## src/design/hies_regs.svh

```systemverilog
`ifndef HIES_REGS_SVH
`define HIES_REGS_SVH
// What this block does
// - program counter equal to break address sets error flag unless breakpoint off
// - undefined instruction and parity errors also set the error flag, per enables
// - error flag holds pause and drives interrupt under enables, not low power
// - break source cleared by clear bit 3, undefined by soft reset, parity by bit 4
// - bus-event or error pause waits for external array arbitration to finish
// - bus-event flag latches on bus faults or masked events and pauses from the next cycle
// - command-done set only by sequencer write, no pause, interrupt under enables
// - attention write pauses the sequencer at once and raises the interrupt
// - command-done and attention cleared by clear bits 1 and 0
// - clear bits act on ones only, self-clear, sequencer writes ignored
// - bus reset forces all five clear bits active; power-on reset zeroes the state
// - clear bit 4 clears parity errors and latched host-bus error interrupts
// - undefined instruction error in bit 2 clears only on soft or bus reset
// - undefined and parity errors raise error flag and pause unless halt disabled, host-bus errors do not; bus reset clears all errors
// - host-bus summary bit 6 is the OR of bits 5-0, writes do not touch it
// - memory parity error bit 5 latches only while its check is on
// - datapath parity error bit 4 latches only while its check is on
// - control-store parity error bit 3 latches unless store check is off
// - bus or soft reset zeroes fifo control; acknowledge bits follow in hardware
// - latched interrupts reach the line only with output enable and master allow
`define HIES_OFS_STATUS 8'h91
`define HIES_OFS_CLEAR 8'h92
`define HIES_OFS_FIFO 8'h93
`define HIES_ST_ATTN 0
`define HIES_ST_DONE 1
`define HIES_ST_BUS 2
`define HIES_ST_BRK 3
`define HIES_CODE_LO 4
`define HIES_CODE_HI 7
`define HIES_CL_PAR 4
`define HIES_ER_SUM 6
`define HIES_ER_MEM 5
`define HIES_ER_DP 4
`define HIES_ER_SQ 3
`define HIES_ER_ILL 2
`define HIES_FC_WIDE 6
`define HIES_FC_ACK_HI 5
`define HIES_FC_ACK_LO 2
`define HIES_FC_FLUSH 1
`define HIES_FC_RESET 0
`define HIES_PC_W 10
`define HIES_HB_W 6
`define HIES_ZERO8 8'h00
`define HIES_ALL_CLR 5'h1f
`endif

```

## src/design/hies_pkg.sv

```systemverilog
`default_nettype none
package hies_pkg;
  // error latch state: undefined, store, datapath, memory
  typedef struct packed {
    logic ill;
    logic sq;
    logic dp;
    logic mp;
  } hies_err_t;
  // state of the status block apart from the error latches
  typedef struct packed {
    logic [2:0] sync;
    logic bus_rst;
    logic [3:0] code;
    logic attn;
    logic done;
    logic bus;
    logic brk_bp;
    logic brk_ill;
    logic brk_par;
    logic hb_int;
    logic [5:0] hb_prev;
    logic [7:0] fifo_req;
    logic [3:0] fifo_ack;
    logic [7:0] rdata;
    logic irq;
  } hies_state_t;
endpackage
`default_nettype wire

```

## src/design/hies_err_if.sv

```systemverilog
`default_nettype none
interface hies_err_if;
  logic ill_ev;
  logic sq_ev;
  logic dp_ev;
  logic mp_ev;
  logic sq_chk_off;
  logic dp_chk_on;
  logic mp_chk_on;
  logic par_clr;
  logic ill_clr;
  hies_pkg::hies_err_t err;
  modport owner (output ill_ev, sq_ev, dp_ev, mp_ev, sq_chk_off, dp_chk_on, mp_chk_on,
    par_clr, ill_clr, input err);
  modport latch (input ill_ev, sq_ev, dp_ev, mp_ev, sq_chk_off, dp_chk_on, mp_chk_on,
    par_clr, ill_clr, output err);
endinterface
`default_nettype wire

```

## src/design/hies_err_latch.sv

```systemverilog
`default_nettype none
module hies_err_latch (
  input wire logic core_clk,
  input wire logic reset,
  input wire logic clk_en,
  hies_err_if.latch e
);
  hies_pkg::hies_err_t s_q;
  hies_pkg::hies_err_t s_d;

  // each parity error sets under its own check enable, undefined always; a set beats a same-cycle clear
  always_comb begin
    s_d = s_q;
    if (e.par_clr) begin
      s_d.sq = 1'b0;
      s_d.dp = 1'b0;
      s_d.mp = 1'b0;
    end
    if (e.ill_clr) begin
      s_d.ill = 1'b0;
    end
    if (e.ill_ev) begin
      s_d.ill = 1'b1;
    end
    if (e.sq_ev && !e.sq_chk_off) begin
      s_d.sq = 1'b1;
    end
    if (e.dp_ev && e.dp_chk_on) begin
      s_d.dp = 1'b1;
    end
    if (e.mp_ev && e.mp_chk_on) begin
      s_d.mp = 1'b1;
    end
  end

  // clock enable freezes the latches
  always_ff @(posedge core_clk) begin
    if (reset) begin
      s_q <= '0;
    end else if (clk_en) begin
      s_q <= s_d;
    end
  end

  assign e.err = s_q;
endmodule
`default_nettype wire

```

## src/design/hies_irq_status.sv

```systemverilog
`include "hies_regs.svh"
`default_nettype none
module hies_irq_status (
  input wire logic core_clk,
  input wire logic reset,
  input wire logic clk_en,
  // host register port
  input wire logic host_wr,
  input wire logic host_rd,
  input wire logic [7:0] host_addr,
  input wire logic [7:0] host_wdata,
  output logic [7:0] host_rdata,
  // sequencer register port
  input wire logic seq_wr,
  input wire logic [7:0] seq_addr,
  input wire logic [7:0] seq_wdata,
  input wire logic [`HIES_PC_W-1:0] seq_pc,
  input wire logic [`HIES_PC_W-1:0] break_addr,
  input wire logic breakpoint_off,
  input wire logic array_access,
  input wire logic external_array_select,
  input wire logic array_arb_busy,
  output logic seq_pause,
  // error sources
  input wire logic illegal_fetch,
  input wire logic store_parity_fail,
  input wire logic datapath_parity_fail,
  input wire logic memory_parity_fail,
  input wire logic [`HIES_HB_W-1:0] host_bus_error_bits,
  // bus section events
  input wire logic bus_reset_seen,
  input wire logic bus_parity_seen,
  input wire logic sel_timeout_seen,
  input wire logic bus_free_seen,
  input wire logic [7:0] bus_events_a,
  input wire logic [7:0] bus_events_b,
  input wire logic [7:0] bus_event_mask_a,
  input wire logic [7:0] bus_event_mask_b,
  // control levels held elsewhere
  input wire logic error_halt_disable,
  input wire logic store_parity_check_off,
  input wire logic datapath_parity_check_on,
  input wire logic memory_parity_check_on,
  input wire logic irq_output_enable,
  input wire logic bus_master_allow,
  input wire logic low_power_state,
  input wire logic soft_chip_reset,
  input wire logic bus_reset_pin_n,
  // results
  output logic host_irq_line_n,
  output logic [7:0] fifo_path_control
);
  hies_pkg::hies_state_t s_q;
  hies_pkg::hies_state_t s_d;
  hies_err_if eif ();

  logic [4:0] clr;
  logic stat_wr;
  logic attn_wr;
  logic defer;
  logic bus_ev;
  logic brk_flag;
  logic hb_sum;
  logic hb_rise;
  logic gate_full;
  logic gate_done;
  logic [7:0] status_view;
  logic [7:0] error_view;
  logic [7:0] fifo_view;

  hies_err_latch u_err (
    .core_clk (core_clk),
    .reset (reset),
    .clk_en (clk_en),
    .e (eif)
  );

  // sequencer status writes; writes to the clear address are not decoded here
  assign stat_wr = seq_wr && (seq_addr == `HIES_OFS_STATUS);
  assign attn_wr = stat_wr && seq_wdata[`HIES_ST_ATTN];

  // host write ones only, plus forced clears while the bus reset is active
  always_comb begin
    clr = '0;
    if (host_wr && (host_addr == `HIES_OFS_CLEAR)) begin
      clr = host_wdata[`HIES_CL_PAR:0];
    end
    if (s_q.bus_rst) begin
      clr = `HIES_ALL_CLR;
    end
  end

  // error latches live in their own module
  assign eif.ill_ev = illegal_fetch;
  assign eif.sq_ev = store_parity_fail;
  assign eif.dp_ev = datapath_parity_fail;
  assign eif.mp_ev = memory_parity_fail;
  assign eif.sq_chk_off = store_parity_check_off;
  assign eif.dp_chk_on = datapath_parity_check_on;
  assign eif.mp_chk_on = memory_parity_check_on;
  assign eif.par_clr = clr[`HIES_CL_PAR];
  assign eif.ill_clr = soft_chip_reset || s_q.bus_rst;

  // summary follows the live host-bus bits, so writes cannot touch it
  // the external bus reset also forces the summary to zero by masking it, though the live bits stay set
  assign hb_sum = (|host_bus_error_bits) && !s_q.bus_rst;
  assign hb_rise = |(host_bus_error_bits & ~s_q.hb_prev);

  // any fault or enabled section event latches the bus-event flag
  assign bus_ev = bus_reset_seen || bus_parity_seen || sel_timeout_seen
    || bus_free_seen || |(bus_events_a & bus_event_mask_a)
    || |(bus_events_b & bus_event_mask_b);

  assign brk_flag = s_q.brk_bp || s_q.brk_ill || s_q.brk_par;

  // stalled external array access holds off the flag-driven pause
  assign defer = array_access && external_array_select && array_arb_busy;

  // attention pauses in the very cycle of its write so no instruction slips
  assign seq_pause = s_q.attn || attn_wr
    || ((s_q.bus || brk_flag) && !defer);

  // command done ignores low power; the other sources respect it
  assign gate_done = irq_output_enable && bus_master_allow;
  assign gate_full = gate_done && !low_power_state;

  // register views
  assign status_view = {s_q.code, brk_flag, s_q.bus, s_q.done, s_q.attn};
  assign error_view = {1'b0, hb_sum, eif.err.mp, eif.err.dp, eif.err.sq,
    eif.err.ill, 2'b00};
  assign fifo_view = {1'b0, s_q.fifo_req[`HIES_FC_WIDE], s_q.fifo_ack,
    s_q.fifo_req[`HIES_FC_FLUSH:`HIES_FC_RESET]};

  always_comb begin
    s_d = s_q;

    // three-stage pin capture; a change counts once stages two and three agree
    s_d.sync = {s_q.sync[1:0], ~bus_reset_pin_n};
    if (s_q.sync[1] == s_q.sync[2]) begin
      s_d.bus_rst = s_q.sync[2];
    end

    // attention and command done: clear first, sequencer set wins
    if (clr[`HIES_ST_ATTN]) begin
      s_d.attn = 1'b0;
    end
    if (clr[`HIES_ST_DONE]) begin
      s_d.done = 1'b0;
    end
    if (attn_wr) begin
      s_d.attn = 1'b1;
      s_d.code = seq_wdata[`HIES_CODE_HI:`HIES_CODE_LO];
    end
    if (stat_wr && seq_wdata[`HIES_ST_DONE]) begin
      s_d.done = 1'b1;
    end

    // bus event: driver must remove the cause first or it sets again
    if (clr[`HIES_ST_BUS]) begin
      s_d.bus = 1'b0;
    end
    if (bus_ev) begin
      s_d.bus = 1'b1;
    end

    // error flag sources each have their own release
    if (clr[`HIES_ST_BRK]) begin
      s_d.brk_bp = 1'b0;
    end
    if (soft_chip_reset || s_q.bus_rst) begin
      s_d.brk_ill = 1'b0;
    end
    if (clr[`HIES_CL_PAR]) begin
      s_d.brk_par = 1'b0;
      s_d.hb_int = 1'b0;
    end
    if (!breakpoint_off && (seq_pc == break_addr)) begin
      s_d.brk_bp = 1'b1;
    end
    if (illegal_fetch && !error_halt_disable) begin
      s_d.brk_ill = 1'b1;
    end
    if (!error_halt_disable && ((store_parity_fail && !store_parity_check_off)
        || (datapath_parity_fail && datapath_parity_check_on)
        || (memory_parity_fail && memory_parity_check_on))) begin
      s_d.brk_par = 1'b1;
    end

    // new host-bus errors latch an interrupt but never pause the sequencer
    s_d.hb_prev = host_bus_error_bits;
    if (hb_rise && !error_halt_disable && !s_q.bus_rst) begin
      s_d.hb_int = 1'b1;
    end

    // fifo control: self-clearing strobes last one cycle
    s_d.fifo_req[`HIES_FC_FLUSH] = 1'b0;
    s_d.fifo_req[`HIES_FC_RESET] = 1'b0;
    if (host_wr && (host_addr == `HIES_OFS_FIFO)) begin
      s_d.fifo_req = {1'b0, host_wdata[6:0]};
    end
    // acknowledges trail the requests by a cycle instead of following the write
    s_d.fifo_ack = s_q.fifo_req[`HIES_FC_ACK_HI:`HIES_FC_ACK_LO];
    if (soft_chip_reset || s_q.bus_rst) begin
      s_d.fifo_req = `HIES_ZERO8;
      s_d.fifo_ack = '0;
    end

    // read data is registered; unmapped addresses read zero
    s_d.rdata = `HIES_ZERO8;
    if (host_rd) begin
      unique case (host_addr)
        `HIES_OFS_STATUS: s_d.rdata = status_view;
        `HIES_OFS_CLEAR: s_d.rdata = error_view;
        `HIES_OFS_FIFO: s_d.rdata = fifo_view;
        default: s_d.rdata = `HIES_ZERO8;
      endcase
    end

    // interrupt from latched state; a flop keeps the pin free of glitches
    s_d.irq = ((s_q.attn || s_q.bus || brk_flag || s_q.hb_int) && gate_full)
      || (s_q.done && gate_done);
  end

  // one register for all state but the error latches; clock enable freezes it
  always_ff @(posedge core_clk) begin
    if (reset) begin
      s_q <= '0;
    end else if (clk_en) begin
      s_q <= s_d;
    end
  end

  assign host_rdata = s_q.rdata;
  assign host_irq_line_n = ~s_q.irq;
  assign fifo_path_control = fifo_view;
endmodule
`default_nettype wire

```

## config.mk

```make
export PLATFORM = sky130hd
export DESIGN_NAME = hies_irq_status
export DESIGN_NICKNAME = d
export VERILOG_FILES = /design/src/design/hies_pkg.sv /design/src/design/hies_err_if.sv /design/src/design/hies_err_latch.sv /design/src/design/hies_irq_status.sv
export VERILOG_INCLUDE_DIRS = /design/src /design/src/design
export SDC_FILE = /design/constraint.sdc
export NUM_CORES = 1
export LEC_CHECK = 0
export BUFFER_PORTS_ARGS = -buffer_cell sky130_fd_sc_hd__buf_2
export CORE_ASPECT_RATIO = 1.75
export CORE_MARGIN = 8
export CORE_UTILIZATION = 44
export CTS_CLUSTER_SIZE = 30
export DETAILED_ROUTE_END_ITERATION = 16
export GPL_TIMING_DRIVEN = 0
export PLACE_DENSITY_LB_ADDON = 0.3
export SKIP_LAST_GASP = 1
export SYNTH_ARGS = -nofsm -noshare
export SYNTH_HDL_FRONTEND = slang
export SYNTH_HIERARCHICAL = 1
export SYNTH_SLANG_ARGS = --single-unit
```

## constraint.sdc

```tcl
create_clock -name core_clk -period 1.99 [get_ports core_clk]
set_input_delay 0.0995 -clock core_clk [delete_from_list [all_inputs] [get_ports core_clk]]
set_output_delay 0.0995 -clock core_clk [all_outputs]
set_load 0.05 [all_outputs]
```

==> results of run 1 <==
power breakdown:
group	switching (W)	leakage [nW]	internal, W
clock network	0.000318	0.0574	0.000408
registers	0.0000134	0.366	0.000921
logic	0.000161	1.10	0.000157
total	0.000492	1.53	0.00149
state kept, by name, summed over array words and instances, names as in the netlist:
name,flops
s_d,2
fifo_path_control,7
u_err/e.err,4
s_q,24
host_rdata,8
layout make-up:
type,count,area share (%)
clock inverters,2,1.161
inverters,15,1.741
repair buffers,129,20.12
well taps,55,2.128
clock buffers,6,2.553
diodes,1,0.07737
multi-input cells,188,38.96
flip-flops and latches,45,27.85
plain buffers,28,5.416
worst min-delay path by stage:
stage | to | slack [ps] | cells past startpoint
detailed placement | s_d[40] | 290 | 2
finish | s_q[32] | 20 | 2
global placement | s_d[40] | 290 | 2
floorplan | u_err/e.err[3] | 160 | 1
CTS | s_q[32] | 20 | 2
global route | s_q[32] | 20 | 2
metal layers:
metal  part of all wire [%]  wire length (um)  up-vias  GRT usage (%)
met5                      0                 0        -              0
li1                       -                 -     1249              -
met2                     52              3984      117          35.02
met3                    7.7               585       17          5.712
met4                    3.5               267        0          9.877
met1                     36              2771     1162          17.96
synthesized netlist by cell type, drive strengths merged, types with 2 or more instances:
cell	n	area share (%)
nand2b	3	0.78
nand4b	2	0.73
nor2b	2	0.52
mux2	5	2.4
o21ai	6	1.3
nor3	5	1.5
nor4	6	2.8
xnor2	10	3.7
a22o	13	4.8
nand4	4	1.0
a21bo	4	1.7
and3	2	0.52
o22ai	4	1.0
or4b	2	1.2
inv	15	2.4
a221oi	3	1.1
nand3	10	2.1
nor2	23	4.0
a31oi	2	0.52
clkbuf	8	1.3
nand3b	2	0.63
dfxtp	45	38
buf	20	6.1
mux2i	11	4.6
nand2	28	4.4
a22oi	5	1.6
a21oi	20	4.3
o32ai	2	0.73
cells in the final DEF (no fill, tap or decap), types with 6 or more instances in the layout:
master and n:
a21oi_1 19, a22o_1 13, buf_2 130, buf_4 16, clkbuf_1 8, clkbuf_8 6
dfxtp_1 45, inv_1 14, mux2i_1 11, nand2_1 28, nand3_1 10, nor2_1 19
xnor2_1 10
metrics by stage:
| stage | hold WS, ps | instances | cell area [um^2] | utilization, % | power (W) |
|---|---|---|---|---|---|
| finish | 21.72 | 469 | 3234 | 61.55 | 0.001979 |
| global route | 17.41 | 469 | 3234 | 61.55 | 0.002054 |
| CTS | 18.21 | 468 | 3232 | 61.50 | 0.001983 |
| detailed placement | 291.4 | 459 | 3102 | 59.02 | 0.001272 |
| global placement | 286.8 | 459 | 3102 | 59.02 | 0.001263 |
| floorplan | 161.9 | 276 | 2392 | - | 0.001108 |
worst max-delay path, cell delays in order, from the launching register on:
cell and delay (ps):
dfxtp_1 330, nor4_1 490, a31oi_1 80, a211o_1 280, buf_2 210
cell families (layout without fill, tap and decap cells):
| logic type | after synthesis | in the layout |
|---|---|---|
| XOR/XNOR | 10 | 10 |
| multiplexers | 16 | 16 |
| other | 1 | 2 |
| buffers and inverters | 43 | 180 |
| AND/OR/NAND/NOR | 92 | 92 |
| flip-flops | 45 | 45 |
| AO/OA/AOI/OAI | 69 | 69 |
timing repair:
action,4_1_cts,5_1_grt
buffers inserted,0,0
hold buffers,1,0
hold endpoints to repair,1,0
==> impl_metrics.yaml, run 1 <==
outcome:
  status: "completed"
synth:
  synth-xor-area-share_pct: 3.661
  netlist_area_um2: 2392
  synth_edf_count: 0
  yosysUniqueCellTypes: 52
  synth_compound_area_share_pct: 20.66
  synth_top_family_by_area: "simple AND/OR/NAND/NOR gates"
  yosys.area_share.simple_pct: 21.23
  synth_seq_area_share_pct: 37.66
  yosys_warnings: 6
  synthesis.instances: 276
  syn_area_per_cell_um2: 8.668
  synth-seq-cells: 45
  synthMuxAreaShare_pct: 6.956
  syn_nets: 393
  synth_fa_ha_area_share_pct: 0
  synth-async-reset-ratio_pct: 0
  synthFlopType: "dfxtp_1"
global_route:
  antenna_found_initial: 1
  grt_max_degree: 15
  grt_usage_pct: 18.94
  first_global_vias: 2769
  grt_pass1_wl_mm: 12.36
  overflow: 0
critical_path:
  r2r-end: "s_q[18]"
  crit_end: "seq_pause"
  startpoint: "s_q[28]"
  cp_data_required_time_ps: 1890
  worstPathArrival_ps: 1690
  r2r_start: "s_q[38]"
  rr_worst_depth: 4
  critPathLaunchType: "flop"
  crit_path_end_kind: "output port"
  cp_max_fo: 3
  crit_type: "reg2out"
  r2r_slack_ps: 550
route:
  drtAntennaViolNets: 0
  drt_iter0_markers: 129
  dr.pass1.iters: 4
  wire_per_inst_um: 16.22
  drcViolationCount: 0
  finalWirelength_mm: 7.608
  viasPerCell: 5.426
  vias: 2545
clocking:
  cts.clk_slew.worst_paths_ps: 80
  tritoncts: "yes"
  cts.repair.resized: 0
  cts_buffer_depth: 2
  cts_sinks: 45
  htreeDepth: 2
  cts_root_buffer: "clkbuf_8"
  clk_latency_ps: 300
  numCtsBuffers: 5
place:
  place_congestion: 0.8750
  dp_hpwl_mm: 6.439
  portBuffers: 128
  place_ws_ps: 128.8
timing:
  rsz0062_at_grt: "no"
  worst_pin_slew_ps: 725.6
  setup_ws_ps: 201.2
  fmax_mhz: 559.0
  min_period_over_period_pct: 89.89
  timing.final.hold_violations: 0
  relSlewSlack_pct: 50.99
  fin_crit_ps: 1789
  fin_tns_setup_ps: 0
  fin_skew_ps: 9.308
  setup_violations: 0
  drv_slew: 0
hold_path:
  hold_path_startpoint: "seq_wdata[1]"
  min_path_type: "in2reg"
cells_and_area:
  n_fill_cell: 510
  multi_input_area_um2: 1260
  register_area_um2: 900.9
  layout-drive-gt1-share_pct: 42.37
  fin_nets: 529
  syn_to_final_growth_pct: 35.20
job:
  maxCapViolations: 0
floorplanning:
  start_util_pct: 45.52
  core_um2: 5255
  die_h_um: 113.5
  pin_count: 135
  fp.dieArea_um2: 8146
  die-width_um: 71.74
  rows: 35
power_and_ir_drop:
  ir_drop_mv: 0.4123
  power.density_nw_per_um2: 611.9
  leakagePower_nw: 1.526
Note: power is estimated with default switching activity, not from simulation.
==> inputs of run 2 (changes only) <==
--- a/config.mk
+++ b/config.mk
@@ -9,7 +9,7 @@
 export BUFFER_PORTS_ARGS = -buffer_cell sky130_fd_sc_hd__buf_2
 export CORE_ASPECT_RATIO = 1.75
 export CORE_MARGIN = 8
-export CORE_UTILIZATION = 44
+export CORE_UTILIZATION = 48
 export CTS_CLUSTER_SIZE = 30
 export DETAILED_ROUTE_END_ITERATION = 16
 export GPL_TIMING_DRIVEN = 0
==> constraint.sdc (replaced) <==
create_clock -name core_clk -period 2.25 [get_ports core_clk]
set_input_delay 0.1125 -clock core_clk [delete_from_list [all_inputs] [get_ports core_clk]]
set_output_delay 0.1125 -clock core_clk [all_outputs]
set_load 0.05 [all_outputs]
==> run 2 against run 1 <==
Critical endpoint unchanged. Sequential power fell by 12%. Flip-flop and latch count stayed put. Non-clock buffer count unchanged. Largest cell class unchanged. Count of clock-buffer cells in the layout is the same. Design area shrank 0.12%. Die area is 6.8% lower. Final cell count down 0.43%. First-iteration DRC count is 26% lower. Core utilization is 4.5 points higher.
==> impl_metrics.yaml, run 2 (synthesized netlist as in run 1, its figures left out) <==
outcome:
  status: "completed"
floorplanning:
  die-width_um: 69.37
  start_util_pct: 48.90
  pin_count: 135
  fp.dieArea_um2: 7588
  core_um2: 4892
  rows: 34
  die_h_um: 109.4
timing:
  fmax_mhz: 578.6
  setup_violations: 0
  fin_crit_ps: 1728
  relSlewSlack_pct: 55.27
  fin_skew_ps: 7.485
  timing.final.hold_violations: 0
  min_period_over_period_pct: 76.81
  fin_tns_setup_ps: 0
  worst_pin_slew_ps: 662.3
  rsz0062_at_grt: "no"
  drv_slew: 0
route:
  finalWirelength_mm: 7.712
  viasPerCell: 5.522
  drtAntennaViolNets: 0
  vias: 2579
  dr.pass1.iters: 4
  drcViolationCount: 0
  drt_iter0_markers: 95
  wire_per_inst_um: 16.51
cells_and_area:
  final_cell_mix: "130 x buf_2, 45 x dfxtp_1, 28 x nand2_1, 19 x nor2_1, 19 x a21oi_1"
  syn_to_final_growth_pct: 35.04
  final_util_pct: 66.04
  n_fill_cell: 443
  largest_register: "s_q"
  diodes: 0
  largest_reg_flops: 24
  mostFrequentLayoutCell: "buf_2"
  fin_nets: 529
  layout-drive-gt1-share_pct: 42.37
global_route:
  grt_usage_pct: 19.75
  overflow: 0
  antenna_found_initial: 0
  grt_max_degree: 15
  grt_pass1_wl_mm: 12.45
  first_global_vias: 2785
hold_path:
  hold_path_startpoint: "seq_wdata[1]"
  min_path_type: "in2reg"
clocking:
  cts.clk_slew.worst_paths_ps: 90
  htreeDepth: 2
  tritoncts: "yes"
  cts_sinks: 45
  cts_buffer_depth: 2
  postCtsSetupBuffers: 0
  cts_root_buffer: "clkbuf_8"
  clk_latency_ps: 300
  numCtsBuffers: 5
critical_path:
  r2r_slack_ps: 790
  crit_path_end_kind: "output port"
  crit_family: "simple AND/OR/NAND/NOR gates"
  worstPathArrival_ps: 1620
  cp_max_fo: 3
  r2r_start: "s_q[38]"
  startpoint: "s_q[28]"
  slowest_stage: "nor4_1"
  crit_type: "reg2out"
  critPathLaunchType: "flop"
  cpPeakStageDelay_ps: 430
  crit_buf_inv: 1
  crit_path_cell_trace: "nor4_1 > a31oi_1 > a211o_1 > buf_2"
  cp_data_required_time_ps: 2140
power_and_ir_drop:
  p_total_w: 0.001755
  power.density_nw_per_um2: 543.2
  leakagePower_nw: 1.526
  ir_drop_mv: 0.4096
place:
  portBuffers: 128
  place_congestion: 0.8668
  dp_hpwl_mm: 6.585
job:
  maxCapViolations: 0
==> run 2: repair_timing <==
item	in CTS	in global routing
gates resized for setup	0	0
endpoints found under the hold margin	1	0
hold buffers	1	0
==> run 2: final timing paths <==
| check | endpoint | cells after the start |
|---|---|---|
| max reg2reg | s_q[16] | 4 |
| max | seq_pause | 4 |
| min | s_q[32] | 2 |
| min reg2reg | host_rdata[7] | 2 |
==> run 2: metal layers <==
metal,vias up,routed length [um],GRT usage (%)
li1,1251,-,-
met1,1187,2546,16.63
met2,123,4239,39.38
met3,18,722,7.498
met4,0,204,9.131
met5,-,0,0
==> run 2: report_power, final <==
group	internal (W)	switching (W)	total, W
Sequential	0.000814	0.0000114	0.000826
Combinational	0.000139	0.000145	0.000285
Clock	0.000361	0.000283	0.000645
Total	0.00131	0.000440	0.00175
==> run 2: worst reg2reg max path, cell delays in order (launching register included) <==
cell,delay [ps]
dfxtp_1,380
nor2_1,410
nand2_1,100
o22ai_1,330
a22o_1,190
==> run 2: layout make-up <==
| class | instances | area (um^2) | area share, % |
|---|---|---|---|
| Multi-Input combinational cell | 188 | 1260 | 39.00 |
| Clock buffer | 6 | 82.58 | 2.556 |
| Tap cell | 54 | 67.56 | 2.091 |
| Sequential cell | 45 | 900.9 | 27.89 |
| Buffer | 28 | 175.2 | 5.422 |
| Inverter | 15 | 56.30 | 1.743 |
| Timing Repair Buffer | 129 | 650.6 | 20.14 |
| Clock inverter | 2 | 37.54 | 1.162 |
==> run 2: stage by stage <==
step                      cells  hold WS [ps]  worst slack (ps)  area (um^2)
final                       467         26.37             521.7         3231
after detailed placement    458         303.2             411.6         3100
after CTS                   467         26.77             504.2         3231
after global placement      458         299.3             415.2         3100
after floorplan             276         174.9             741.0         2392
after global routing        467         29.46             408.5         3231
